===== src/smb_defines.svh =====
// Constants for the management-bus target port: address, register map, timing
`ifndef SMB_DEFINES_SVH
`define SMB_DEFINES_SVH

// ==========================================================
// Bus address and register map
`define SMB_DEV_ADDR 7'h4c
`define SMB_REG_CFG1 8'h00
`define SMB_CFG1_TODIS 5
`define SMB_CFG1_RST 8'h00

// ==========================================================
// Packet check generator x^8 + x^2 + x + 1
`define SMB_CRC_POLY 8'h07

// ==========================================================
// Byte slots of a transaction
`define SMB_BYTE_ADDR 3'h0
`define SMB_BYTE_PTR 3'h1
`define SMB_BYTE_DATA 3'h2
`define SMB_BYTE_PEC 3'h3

// ==========================================================
// Inactivity timeout
`define SMB_TIMEOUT_MS 32'h0000_0019
`define SMB_CLK_HZ 32'h0131_2d00
`define SMB_TIMEOUT_CYC (`SMB_TIMEOUT_MS * (`SMB_CLK_HZ / 32'h0000_03e8))

`endif


===== src/smb_pkg.sv =====
// Types shared by the management-bus target port
package smb_pkg;

   // ==========================================================
   // Byte-level sequencer states
   typedef enum logic [2:0] {
      SMB_IDLE,
      SMB_RX,
      SMB_TXACK,
      SMB_TX,
      SMB_RXACK,
      SMB_IGNORE
   } smb_state_t;

endpackage : smb_pkg


===== src/smb_sync2.sv =====
// Two-flop synchroniser for one pin that idles high
`timescale 1ns/1ps
`default_nettype none

module smb_sync2 (
   input wire logic clk_i,
   input wire logic rst_i,
   input wire logic d_i,
   output logic q_o
);

   logic meta_q;

   // ==========================================================
   // Both stages reset high, the bus idle level
   always_ff @(posedge clk_i)
   begin
      if (rst_i)
      begin
         meta_q <= 1'b1;
         q_o <= 1'b1;
      end
      else
      begin
         meta_q <= d_i;
         q_o <= meta_q;
      end
   end

endmodule : smb_sync2

`default_nettype wire


===== src/smb_slave_port.sv =====
// Management-bus target port: address match, pointer, config register, PEC, timeout
// Function
// - Target only; never starts a transfer
// - Timeout after 25 ms idle, enabled at reset
// - Config bit five set disables timeout
// - Check byte sent only on extra clocks
// - Check byte is CRC-8, poly x8+x2+x+1
// - Answer only address 1001100 (0x98/0x99)
// - Start then seven address bits, direction
// - Acknowledge own address by pulling SDA low
// - Direction zero writes, direction one reads
// - Nine clocks per byte; SDA moves low
// - Direction fixed until a new start
// - First written byte loads the pointer
// - Second written byte goes to pointed register
// - Writes one or two bytes; reads one
// - Read returns register at current pointer
// - Repeated start begins a new address byte
// - Send byte only sets the pointer
// - Write byte acknowledged at every byte but a bad check byte
// - Receive byte: one byte, NACK, stop
// - Pointer write, repeated start, then read
// - Timeout releases SDA, drops the transaction
`timescale 1ns/1ps
`default_nettype none
`include "smb_defines.svh"

module smb_slave_port #(
   parameter int TIMEOUT_CYC = `SMB_TIMEOUT_CYC
) (
   input wire logic clk_i,
   input wire logic rst_i,
   input wire logic scl_i,
   input wire logic sda_i,
   output logic sda_o,
   output logic sda_oe_o,
   output logic [7:0] cfg1_o,
   output logic [7:0] reg_addr_o,
   output logic [7:0] reg_wdata_o,
   output logic reg_wr_o,
   input wire logic [7:0] reg_rdata_i,
   output logic timeout_o,
   output logic pec_err_o
);

   localparam logic [19:0] TO_LIM = 20'(TIMEOUT_CYC - 1);

   smb_pkg::smb_state_t st_q;
   logic scl_s;
   logic sda_s;
   logic scl_p_q;
   logic sda_p_q;
   logic [3:0] cnt_q;
   logic [2:0] byte_q;
   logic [7:0] shreg_q;
   logic rw_q;
   logic sda_oe_q;
   logic go_q;
   logic [7:0] crc_q;
   logic [7:0] ptr_q;
   logic [7:0] cfg_q;
   logic [19:0] to_cnt_q;
   logic scl_rise;
   logic scl_fall;
   logic start_det;
   logic stop_det;
   logic activity;
   logic byte_end;
   logic addr_hit;
   logic ack_ok;
   logic to_fire;
   logic [7:0] crc_upd;
   logic [7:0] rd_byte;
   logic rd_msb;

   // ==========================================================
   // Bitwise CRC-8, MSB first, no reflection
   function automatic logic [7:0] crc8(input logic [7:0] c, input logic [7:0] d);
      logic [7:0] r;
      r = c ^ d;
      for (int i = 0; i < 8; i++)
      begin
         r = r[7] ? ({r[6:0], 1'b0} ^ `SMB_CRC_POLY) : {r[6:0], 1'b0};
      end
      return r;
   endfunction : crc8

   // ==========================================================
   // Pin synchronisers; SCL is sampled, never used as a clock
   smb_sync2 u_sync_scl (
      .clk_i(clk_i),
      .rst_i(rst_i),
      .d_i(scl_i),
      .q_o(scl_s)
   );

   smb_sync2 u_sync_sda (
      .clk_i(clk_i),
      .rst_i(rst_i),
      .d_i(sda_i),
      .q_o(sda_s)
   );

   // Previous sampled levels for edge finding
   always_ff @(posedge clk_i)
   begin
      if (rst_i)
      begin
         scl_p_q <= 1'b1;
         sda_p_q <= 1'b1;
      end
      else
      begin
         scl_p_q <= scl_s;
         sda_p_q <= sda_s;
      end
   end

   // ==========================================================
   // Bus conditions
   assign scl_rise = scl_s & ~scl_p_q;
   assign scl_fall = ~scl_s & scl_p_q;
   assign start_det = scl_s & scl_p_q & sda_p_q & ~sda_s;
   assign stop_det = scl_s & scl_p_q & ~sda_p_q & sda_s;
   assign activity = (scl_s ^ scl_p_q) | (sda_s ^ sda_p_q);

   // Byte decode; the ninth clock follows the eighth falling edge
   assign byte_end = (st_q == smb_pkg::SMB_RX) && scl_fall && (cnt_q == 4'h8);
   assign addr_hit = (shreg_q[7:1] == `SMB_DEV_ADDR);
   assign crc_upd = crc8(crc_q, shreg_q);
   assign rd_byte = (ptr_q == `SMB_REG_CFG1) ? cfg_q : reg_rdata_i;
   assign rd_msb = rd_byte[7];

   // Whether the byte just received earns an acknowledge
   always_comb
   begin
      ack_ok = 1'b0;
      if (byte_q == `SMB_BYTE_ADDR)
      begin
         ack_ok = addr_hit;
      end
      else if (!rw_q)
      begin
         unique case (byte_q)
            `SMB_BYTE_PTR: ack_ok = 1'b1;
            `SMB_BYTE_DATA: ack_ok = 1'b1;
            `SMB_BYTE_PEC: ack_ok = (crc_upd == 8'h00);
            default: ack_ok = 1'b0;
         endcase
      end
   end

   // ==========================================================
   // Byte sequencer. Stop and start win over any clock edge; a
   // repeated start simply reopens address decode.
   always_ff @(posedge clk_i)
   begin
      if (rst_i)
      begin
         st_q <= smb_pkg::SMB_IDLE;
         cnt_q <= 4'h0;
         byte_q <= 3'h0;
         shreg_q <= 8'h00;
         rw_q <= 1'b0;
         sda_oe_q <= 1'b0;
         go_q <= 1'b0;
      end
      else if (to_fire || stop_det)
      begin
         st_q <= smb_pkg::SMB_IDLE;
         sda_oe_q <= 1'b0;
      end
      else if (start_det)
      begin
         st_q <= smb_pkg::SMB_RX;
         cnt_q <= 4'h0;
         byte_q <= 3'h0;
         sda_oe_q <= 1'b0;
      end
      else
      begin
         unique case (st_q)
            smb_pkg::SMB_IDLE, smb_pkg::SMB_IGNORE:
            begin
               sda_oe_q <= 1'b0;
            end
            smb_pkg::SMB_RX:
            begin
               if (scl_rise && cnt_q != 4'h8)
               begin
                  shreg_q <= {shreg_q[6:0], sda_s};
                  cnt_q <= cnt_q + 4'h1;
               end
               else if (byte_end)
               begin
                  byte_q <= byte_q + 3'h1;
                  if (byte_q == `SMB_BYTE_ADDR)
                  begin
                     rw_q <= shreg_q[0];
                  end
                  if (ack_ok)
                  begin
                     st_q <= smb_pkg::SMB_TXACK;
                     sda_oe_q <= 1'b1;
                  end
                  else
                  begin
                     st_q <= smb_pkg::SMB_IGNORE;
                  end
               end
            end
            smb_pkg::SMB_TXACK:
            begin
               if (scl_fall)
               begin
                  cnt_q <= 4'h0;
                  if (rw_q)
                  begin
                     shreg_q <= rd_byte;
                     sda_oe_q <= ~rd_msb;
                     st_q <= smb_pkg::SMB_TX;
                  end
                  else
                  begin
                     sda_oe_q <= 1'b0;
                     st_q <= smb_pkg::SMB_RX;
                  end
               end
            end
            smb_pkg::SMB_TX:
            begin
               if (scl_fall)
               begin
                  if (cnt_q == 4'h7)
                  begin
                     sda_oe_q <= 1'b0; // Master owns the ack slot
                     st_q <= smb_pkg::SMB_RXACK;
                  end
                  else
                  begin
                     shreg_q <= {shreg_q[6:0], 1'b0};
                     sda_oe_q <= ~shreg_q[6];
                     cnt_q <= cnt_q + 4'h1;
                  end
               end
            end
            smb_pkg::SMB_RXACK:
            begin
               if (scl_rise)
               begin
                  go_q <= ~sda_s && (byte_q == `SMB_BYTE_PTR);
               end
               else if (scl_fall)
               begin
                  cnt_q <= 4'h0;
                  if (go_q)
                  begin
                     shreg_q <= crc_q;
                     sda_oe_q <= ~crc_q[7];
                     byte_q <= `SMB_BYTE_DATA;
                     st_q <= smb_pkg::SMB_TX;
                  end
                  else
                  begin
                     st_q <= smb_pkg::SMB_IGNORE;
                  end
               end
            end
            default:
            begin
               st_q <= smb_pkg::SMB_IDLE;
               sda_oe_q <= 1'b0;
            end
         endcase
      end
   end

   // ==========================================================
   // Packet check accumulator. It spans a repeated start, so a
   // read byte covers both address bytes, the pointer and data.
   always_ff @(posedge clk_i)
   begin
      if (rst_i)
      begin
         crc_q <= 8'h00;
      end
      else if (start_det && st_q != smb_pkg::SMB_RX)
      begin
         crc_q <= 8'h00;
      end
      else if (byte_end)
      begin
         crc_q <= crc_upd;
      end
      else if (st_q == smb_pkg::SMB_TXACK && scl_fall && rw_q)
      begin
         crc_q <= crc8(crc_q, rd_byte);
      end
   end

   // ==========================================================
   // Pointer, config register and external register writes.
   // The pointer is never reset so later reads see the last one.
   always_ff @(posedge clk_i)
   begin
      if (rst_i)
      begin
         cfg_q <= `SMB_CFG1_RST;
         reg_wr_o <= 1'b0;
         reg_wdata_o <= 8'h00;
         pec_err_o <= 1'b0;
      end
      else
      begin
         reg_wr_o <= 1'b0;
         pec_err_o <= 1'b0;
         if (byte_end && !rw_q && byte_q == `SMB_BYTE_DATA)
         begin
            if (ptr_q == `SMB_REG_CFG1)
            begin
               cfg_q <= shreg_q;
            end
            else
            begin
               reg_wdata_o <= shreg_q;
               reg_wr_o <= 1'b1;
            end
         end
         if (byte_end && !rw_q && byte_q == `SMB_BYTE_PEC && !ack_ok)
         begin
            pec_err_o <= 1'b1;
         end
      end
   end

   // Pointer holds through reset on purpose
   always_ff @(posedge clk_i)
   begin
      if (byte_end && !rw_q && byte_q == `SMB_BYTE_PTR)
      begin
         ptr_q <= shreg_q;
      end
   end

   // ==========================================================
   // Inactivity timeout; any pin edge restarts the count
   always_ff @(posedge clk_i)
   begin
      if (rst_i || st_q == smb_pkg::SMB_IDLE || activity)
      begin
         to_cnt_q <= 20'h0_0000;
      end
      else if (to_cnt_q != TO_LIM)
      begin
         to_cnt_q <= to_cnt_q + 20'h0_0001;
      end
   end

   assign to_fire = ~cfg_q[`SMB_CFG1_TODIS] && st_q != smb_pkg::SMB_IDLE
                    && to_cnt_q == TO_LIM && !activity;

   always_ff @(posedge clk_i)
   begin
      if (rst_i)
      begin
         timeout_o <= 1'b0;
      end
      else
      begin
         timeout_o <= to_fire;
      end
   end

   // ==========================================================
   // Outputs; SDA is open drain so only the enable moves
   assign sda_o = 1'b0;
   assign sda_oe_o = sda_oe_q;
   assign cfg1_o = cfg_q;
   assign reg_addr_o = ptr_q;

   // ==========================================================
   // Checks
   a_idle_quiet: assert property (@(posedge clk_i) disable iff (rst_i)
      (st_q == smb_pkg::SMB_IDLE || st_q == smb_pkg::SMB_IGNORE) |-> !sda_oe_q)
      else $error("SDA driven while not addressed");

   a_ack_match: assert property (@(posedge clk_i) disable iff (rst_i)
      (byte_end && byte_q == `SMB_BYTE_ADDR && addr_hit)
      |=> sda_oe_q && st_q == smb_pkg::SMB_TXACK)
      else $error("Own address not acknowledged");

   a_addr_miss: assert property (@(posedge clk_i) disable iff (rst_i)
      (byte_end && byte_q == `SMB_BYTE_ADDR && !addr_hit)
      |=> !sda_oe_q && st_q == smb_pkg::SMB_IGNORE)
      else $error("Foreign address answered");

   a_start_decode: assert property (@(posedge clk_i) disable iff (rst_i)
      start_det |=> st_q == smb_pkg::SMB_RX && cnt_q == 4'h0 && byte_q == 3'h0)
      else $error("Start did not reopen address decode");

   a_stop_idle: assert property (@(posedge clk_i) disable iff (rst_i)
      stop_det |=> st_q == smb_pkg::SMB_IDLE ##1 !sda_oe_q)
      else $error("Stop did not end the transaction");

   a_ptr_load: assert property (@(posedge clk_i) disable iff (rst_i)
      (byte_end && !rw_q && byte_q == `SMB_BYTE_PTR) |=> ptr_q == $past(shreg_q))
      else $error("Pointer not loaded from first byte");

   a_cfg_write: assert property (@(posedge clk_i) disable iff (rst_i)
      (byte_end && !rw_q && byte_q == `SMB_BYTE_DATA && ptr_q == `SMB_REG_CFG1)
      |=> cfg_q == $past(shreg_q) && !reg_wr_o)
      else $error("Config write lost");

   a_ptr_hold: assert property (@(posedge clk_i) disable iff (rst_i)
      (st_q == smb_pkg::SMB_IDLE) |=> $stable(ptr_q))
      else $error("Pointer moved between transactions");

   a_tx_msb: assert property (@(posedge clk_i) disable iff (rst_i)
      (st_q == smb_pkg::SMB_TXACK && scl_fall && rw_q)
      |=> sda_oe_q == !$past(rd_msb) && st_q == smb_pkg::SMB_TX)
      else $error("Read data first bit wrong");

   a_to_release: assert property (@(posedge clk_i) disable iff (rst_i)
      to_fire |=> st_q == smb_pkg::SMB_IDLE && !sda_oe_q && timeout_o)
      else $error("Timeout did not release the bus");

   a_to_disable: assert property (@(posedge clk_i) disable iff (rst_i)
      cfg_q[`SMB_CFG1_TODIS] |-> !to_fire)
      else $error("Timeout fired while disabled");

   a_pec_bad: assert property (@(posedge clk_i) disable iff (rst_i)
      (byte_end && !rw_q && byte_q == `SMB_BYTE_PEC && crc_upd != 8'h00)
      |=> !sda_oe_q && pec_err_o)
      else $error("Bad check byte acknowledged");

endmodule : smb_slave_port

`default_nettype wire


===== config.mk =====
export PLATFORM = sky130hd
export DESIGN_NAME = smb_slave_port
export DESIGN_NICKNAME = d
export VERILOG_FILES = /design/src/smb_pkg.sv /design/src/smb_sync2.sv /design/src/smb_slave_port.sv
export VERILOG_INCLUDE_DIRS = /design/src /design/src/src
export SDC_FILE = /design/constraint.sdc
export NUM_CORES = 1
export LEC_CHECK = 0
export CELL_PAD_IN_SITES_DETAIL_PLACEMENT = 1
export CELL_PAD_IN_SITES_GLOBAL_PLACEMENT = 2
export CORE_MARGIN = 1.5
export CORE_UTILIZATION = 39
export DETAILED_ROUTE_END_ITERATION = 10
export DONT_BUFFER_PORTS = 1
export GPL_ROUTABILITY_DRIVEN = 0
export PLACE_DENSITY_LB_ADDON = 0.2
export SETUP_SLACK_MARGIN = 0.05
export SLEW_MARGIN = 20
export SYNTH_ARGS = -nofsm -noshare
export SYNTH_HDL_FRONTEND = slang
export SYNTH_SLANG_ARGS = --single-unit

===== constraint.sdc =====
create_clock -name clk_i -period 3.2 [get_ports clk_i]
set_clock_uncertainty 0.1 [all_clocks]
set_input_delay 0.64 -clock clk_i [delete_from_list [all_inputs] [get_ports clk_i]]
set_output_delay 0.64 -clock clk_i [all_outputs]
set_load 0.02 [all_outputs]

# Word-level counts from Yosys, hierarchy flattened
# Index checks and enable logic that the tools add are counted.
dict set report totals {
  reg_bits 82
  input_bits 12
  output_inout_bits 29
  wordCells 221
}
dict set report classes {
  n_addsub 3
  eq_ne 38
  mux 70
  bitwise_logic 42
  n_reduce_logical 46
}
# operator count
set op_table {}
lappend op_table {{$mux 3} 31}
lappend op_table {{$mux 8} 11}
lappend op_table {{$not 3->3} 16}
lappend op_table {{$pmux 8 s4} 1}
lappend op_table {{$ne 3x3->1 const B} 9}
lappend op_table {{$mux 4} 6}
lappend op_table {{$ne 2x2->1 const B} 12}
lappend op_table {{$reduce_and 8->1} 3}
lappend op_table {{$add 20x1->20 const B} 1}
lappend op_table {{$eq 20x19->1 const B} 1}
lappend op_table {{$ne 20x19->1 const B} 1}
lappend op_table {{$logic_not 8->1} 2}
lappend op_table {{$pmux 4 s4} 1}
lappend op_table {{$xor 8x8->8} 2}
lappend op_table {{$logic_and 1x1->1} 15}
lappend op_table {{$mux 1} 15}
lappend op_table {{$pmux 3 s5} 1}
lappend op_table {{$not 1->1} 14}
lappend op_table {{$eq 3x2->1 const B} 4}
lappend op_table {{$reduce_and 6->1} 2}
lappend op_table {{$reduce_and 11->1} 1}
lappend op_table {{$reduce_or 2->1} 5}
lappend op_table {{$and 1x1->1} 7}
lappend op_table {{$eq 7x7->1 const B} 1}
lappend op_table {{other kinds (27)} 37}

# Depth between registers and ports, before layout
dict set report logic_depth {
  word_depth 26
  mapped_depth 10
  ltp_nobuf 9
}

# By module
# From an unflattened synthesis, not the netlist that was laid out.
dict set report hier_totals {
  hier_cells 516
  area_unflattened_um2 4504.3
}
# mod instances cells_each area_per_inst_um2 seq_area_each_um2
set modules_own_cells {}
lappend modules_own_cells {smb_slave_port 1 508 4399.2 1641.6}
lappend modules_own_cells {smb_sync2 2 4 52.6 40.0}

# Worst setup path before layout
# OpenSTA, ideal clock, no wires.
dict set report synth_timing {
  path_kind {register to register}
  startpoint {register ptr_q[5], in the netlist reg_addr_o[5]}
  endpoint {register crc_q[3]}
  setup_ns 0.073
  arrival_time_ns 2.195
  required_time_ns 3.027
  setup_slack_ns 0.832
  stages_incl_launch_ff 8
  n_path_buf 1
  synth_period_minus_slack_ns 2.368
  path_cell_list {edfxtp_1 or4_1 buf_2 o22ai_2 nand3_2 xnor2_2 xnor3_1 o22ai_2}
}
dict set report synth_between {
  elab_chain_len 10
  word_cells_on_any_way 12
  classes_between {7 x mux; 4 x bitwise; 1 x reduce/logical}
}
# element line_no
set synth_rtl {}
lappend synth_rtl {{start, declared} smb_slave_port.sv:60} ;# logic [7:0] ptr_q;
lappend synth_rtl {{start signal, assigned} smb_slave_port.sv:341} ;# ptr_q <= shreg_q;
lappend synth_rtl {{$logic_not 8->1 (no line) *} -}
lappend synth_rtl {{$mux 8 *} smb_slave_port.sv:131} ;# assign rd_byte = (ptr_q == `SMB_REG_CFG1) ? cfg_q : reg_rdata_i;
lappend synth_rtl {{$xor 8x8->8 *} smb_slave_port.sv:80} ;# r = c ^ d;
lappend synth_rtl {{$mux 3} smb_slave_port.sv:83} ;# r = r[7] ? ({r[6:0], 1'b0} ^ `SMB_CRC_POLY) : {r[6:0], 1'b0};
lappend synth_rtl {{$not 3->3 (no line)} -}
lappend synth_rtl {{$mux 3} smb_slave_port.sv:83}
lappend synth_rtl {{$not 3->3 (no line)} -}
lappend synth_rtl {{$mux 3 *} smb_slave_port.sv:83}
lappend synth_rtl {{$mux 8 *} smb_slave_port.sv:295} ;# else if (st_q == smb_pkg::SMB_TXACK && scl_fall && rw_q)
lappend synth_rtl {{$mux 8 *} smb_slave_port.sv:291} ;# else if (byte_end)
lappend synth_rtl {{end signal, assigned} smb_slave_port.sv:293} ;# crc_q <= crc_upd;
lappend synth_rtl {{end signal, assigned} smb_slave_port.sv:297} ;# crc_q <= crc8(crc_q, rd_byte);
lappend synth_rtl {{end, declared} smb_slave_port.sv:59} ;# logic [7:0] crc_q;
# Every way passes the cells marked *; elsewhere a longest branch is shown, timed or not. The select of a mux whose other input is x is not followed.
# A chain may end at the register's enable or synchronous reset.

# Final worst setup path
dict set report layout_timing {
  startpoint {register ptr_q[5], in the netlist reg_addr_o[5]}
  endpoint {register crc_q[0]}
}
dict set report layout_between {
  elab_chain_len 10
}
# element line_no
set layout_rtl {}
lappend layout_rtl {{$logic_not 8->1 (no line) *} -}
lappend layout_rtl {{$mux 8 *} smb_slave_port.sv:131}
lappend layout_rtl {{$xor 8x8->8 *} smb_slave_port.sv:80}
lappend layout_rtl {{$not 3->3 (no line)} -}
lappend layout_rtl {{$mux 3} smb_slave_port.sv:83}
lappend layout_rtl {{$not 3->3 (no line)} -}
lappend layout_rtl {{$mux 3 * (2 in series)} smb_slave_port.sv:83}
lappend layout_rtl {{$mux 8 *} smb_slave_port.sv:295}
lappend layout_rtl {{$mux 8 *} smb_slave_port.sv:291}
# Marked as above.

==> impl_results.md <==
- Worst Hold Class: in2reg
- Psw: 0.547 mW
- DRT iter0 DRCs: 193
- First drt pass iteration count: 5
- FF-to-FF Start: reg_addr_o[5]
- Slowest stage cell, crit path: or4_1
- Routed Antenna Nets: 0
- Ports: 41
- Arrival @ worst endpoint: 2.82 ns
- I/O Buffers: 0
- GRT Residual Overflow: 0
- Via count: 4,258
- Maxcap violations: 0
- Synth area leader: dfxtp_1
- Leak: 1.86 nW
- Critical path class: reg2reg
- Initial antenna violation count: 0
- Setup TNS: 0 ns
- RSZ-0062 raised after global routing: no
- Root Buffer: clkbuf_16
- Clk pwr share: 46.4%
- Ys async rst share: 0%
- Cts bufs inserted: 9
- Cell area after layout: 5410 sq um
- Final worst slack: 0.543 ns
- HPWL after detailed placement: 10.9 mm
- Critical-path cell list: or4_1, nor3_1, nor3_1, or3_1, a31o_1, o31ai_1
- Routed Wire Length: 14.5 mm
- Cell Int Power: 1.63 mW
- FF-to-FF path depth: 6
- Crit path launch: reg_addr_o[5]
- H-tree levels: 3
- Hold EP: byte_q[1]
- Layout Nets: 587
- Most instantiated cells after synthesis: dfxtp_1, nor2_1, nand2_1, xor2_1, xnor2_1
- Peak supply drop: 0.230 mV
- FF-to-FF End: crc_q[0]
- Outcome: complete, no violations
- Syn Area/Cell: 8.66 sq um
- Yosys top cell area share: 29.9%
- Worst Tran Pin Value: 0.911 ns
- Final min period: 2.66 ns
- Hold wc startpoint: rst_i
- Logic pwr share: 5.3%
- CP Launch Type: flop
- Final Cycle Share: 83.0%
- Most common cell in the netlist: dfxtp_1
- Top cell family by delay on the critical path: simple AND/OR/NAND/NOR gates
- Warnings from Yosys: 0
- R2R setup slack: 0.54 ns
- Syn_nets: 597
- Largest net degree at the start of global routing: 48
- CP required: 3.36 ns
- Clock tree buffer depth: 2
- Die Y: 116 um
- Worst rel slew slack: 38.9%
- Setup violators final: 0
- WP depth: 6
- Total track usage: 23.1%
- Post-CTS Resized: 0
- Filler Cell Count: 1,501
- Die X: 116 um
- Clock latency on the worst-skew pair: 0.35 ns
- CTS sink count: 82
- Rows: 41
- Vias in the first global route: 4,381
- Post-CTS Hold Buffers: 0
- Post-CTS Setup Bufs: 0
- Power per cell area: 402 nW/um^2
- Initial Utilization: 39.6%
- Synthesized area: 4960 sq um
- Via-to-Cell Ratio: 5.75
- Sw Share: 25.1%
- Flop pwr share: 48.3%
- Ant. Diodes: 0
- Post-Synthesis Cells: 573
- Number of synthesized flops with an enable pin: 8
- CTS tree: yes
- Cell mode on critical path: nor3_1
- Global-route wire length before repair: 23.5 mm
- Count of state elements after synthesis: 82
- DRC violations left: 0
- Crit path largest cell delay: 0.75 ns
- Clk slew on worst S/H paths: 0.07 ns
- Die ar.: 13,400 sq um
- Bufs and invs on worst path: 0
- Max FO, Critical Path: 8
- CORE AREA: 12,500 sq um
- Area grow syn2layout: 9.06%
- Placed Area: 5120 sq um
- CP Capture Type: flop
- Layout cells sized above 1: 10.6%
- Top cells by area, synth: dfxtp_1, xor2_1, edfxtp_1, nor2_1, mux2i_1
- Hold Violations, Final: 0
- Yosys cell types: 77
- Worst slack at placement: 0.531 ns
- Avg WL per Cell: 19.6 um
- Fmax: 0.376 GHz
- Final Max Slew Viols: 0
- Hold path depth: 1
- Main synth FF type: dfxtp_1
- Register area share after synthesis: 34.7%
## layer usage
metal | routed length (um) | global-route usage [%] | vias to the layer above
li1 | - | - | 2050
met1 | 6460 | 28.0 | 2101
met2 | 7220 | 41.2 | 85
met3 | 565 | 3.45 | 22
met4 | 285 | 8.37 | 0
met5 | 0 | 0 | -
## cell usage in the layout (no fill, tap or decap), types with 4 or more instances in the layout
| master | Yosys | layout |
|---|---|---|
| and3_1 | 5 | 5 |
| a222oi_1 | 6 | 6 |
| edfxtp_1 | 8 | 8 |
| xnor2_1 | 26 | 26 |
| dfxtp_1 | 74 | 74 |
| mux2i_1 | 23 | 23 |
| nor2_1 | 63 | 63 |
| a22o_1 | 5 | 5 |
| and3b_1 | 4 | 4 |
| buf_4 | 1 | 12 |
| clkbuf_16 | 0 | 9 |
| nor2b_1 | 11 | 11 |
| inv_1 | 16 | 16 |
| ha_1 | 12 | 12 |
| a21oi_1 | 16 | 16 |
| and4_1 | 5 | 5 |
| nand2_1 | 49 | 49 |
| nor4_1 | 5 | 5 |
| nor3_1 | 15 | 15 |
| a211oi_1 | 8 | 8 |
| o22ai_1 | 5 | 5 |
| nand4b_1 | 6 | 6 |
| or2_2 | 10 | 10 |
| nand3_1 | 21 | 21 |
| o211ai_1 | 5 | 5 |
| nor3b_1 | 4 | 4 |
| nand2b_1 | 5 | 5 |
| o21ai_0 | 14 | 14 |
| or3_1 | 8 | 8 |
| xor2_1 | 33 | 33 |
| nand4_1 | 8 | 8 |
## stage by stage
stage / total power [mW] / cells / utilization (%) / hold slack (ns)
after global routing: 2.26 / 740 / 43.2 / 0.258
after floorplan: 1.17 / 573 / - / 0.289
final: 2.18 / 740 / 43.2 / 0.266
after CTS: 2.20 / 740 / 43.2 / 0.247
after global placement: 1.19 / 724 / 40.9 / 0.297
after detailed placement: 1.19 / 724 / 40.9 / 0.295
## worst max path at each step
stage / endpoint / slack (ns)
floorplan: crc_q[3] / 0.83
global placement: crc_q[0] / 0.57
detailed placement: crc_q[0] / 0.53
CTS: crc_q[0] / 0.52
global route: shreg_q[7] / 0.22
finish: crc_q[0] / 0.54
## layout make-up
cell class,count,area (sq um),area share [%]
Multi-Input combinational cell,442,3040,56.2
Sequential cell,82,1720,31.8
Clock buffer,9,225,4.16
Tap cell,172,215,3.98
Timing Repair Buffer,12,90.1,1.67
Inverter,16,60.1,1.11
Clock inverter,7,58.8,1.09
## cells by family after synthesis
family / share of synthesized area, %
adder cells (fa/ha/maj): 3.03
other: 0.0756
multiplexers: 5.32
AO/OA/AOI/OAI: 14.7
XOR/XNOR: 11.5
buffers and inverters: 4.04
AND/OR/NAND/NOR: 26.6
flip-flops: 34.7
## flip-flops by register name, indices dropped and copies added (netlist names), 3 cells and up
signal and cells:
byte_q 3, reg_wdata_o 8, crc_q 8, cnt_q 4, cfg1_o 8, reg_addr_o 8
to_cnt_q 20, shreg_q 8, st_q 3
## power by group through the flow
| stage | sequential, mW | clock (mW) | combinational [mW] |
|---|---|---|---|
| after global routing | 1.05 | 1.08 | 0.130 |
| after global placement | 1.07 | 0 | 0.113 |
| after detailed placement | 1.07 | 0 | 0.116 |
| final | 1.05 | 1.01 | 0.116 |
| after floorplan | 1.07 | 0 | 0.0996 |
| after CTS | 1.05 | 1.04 | 0.117 |
No activity file was read; power rests on OpenSTA's default activity.
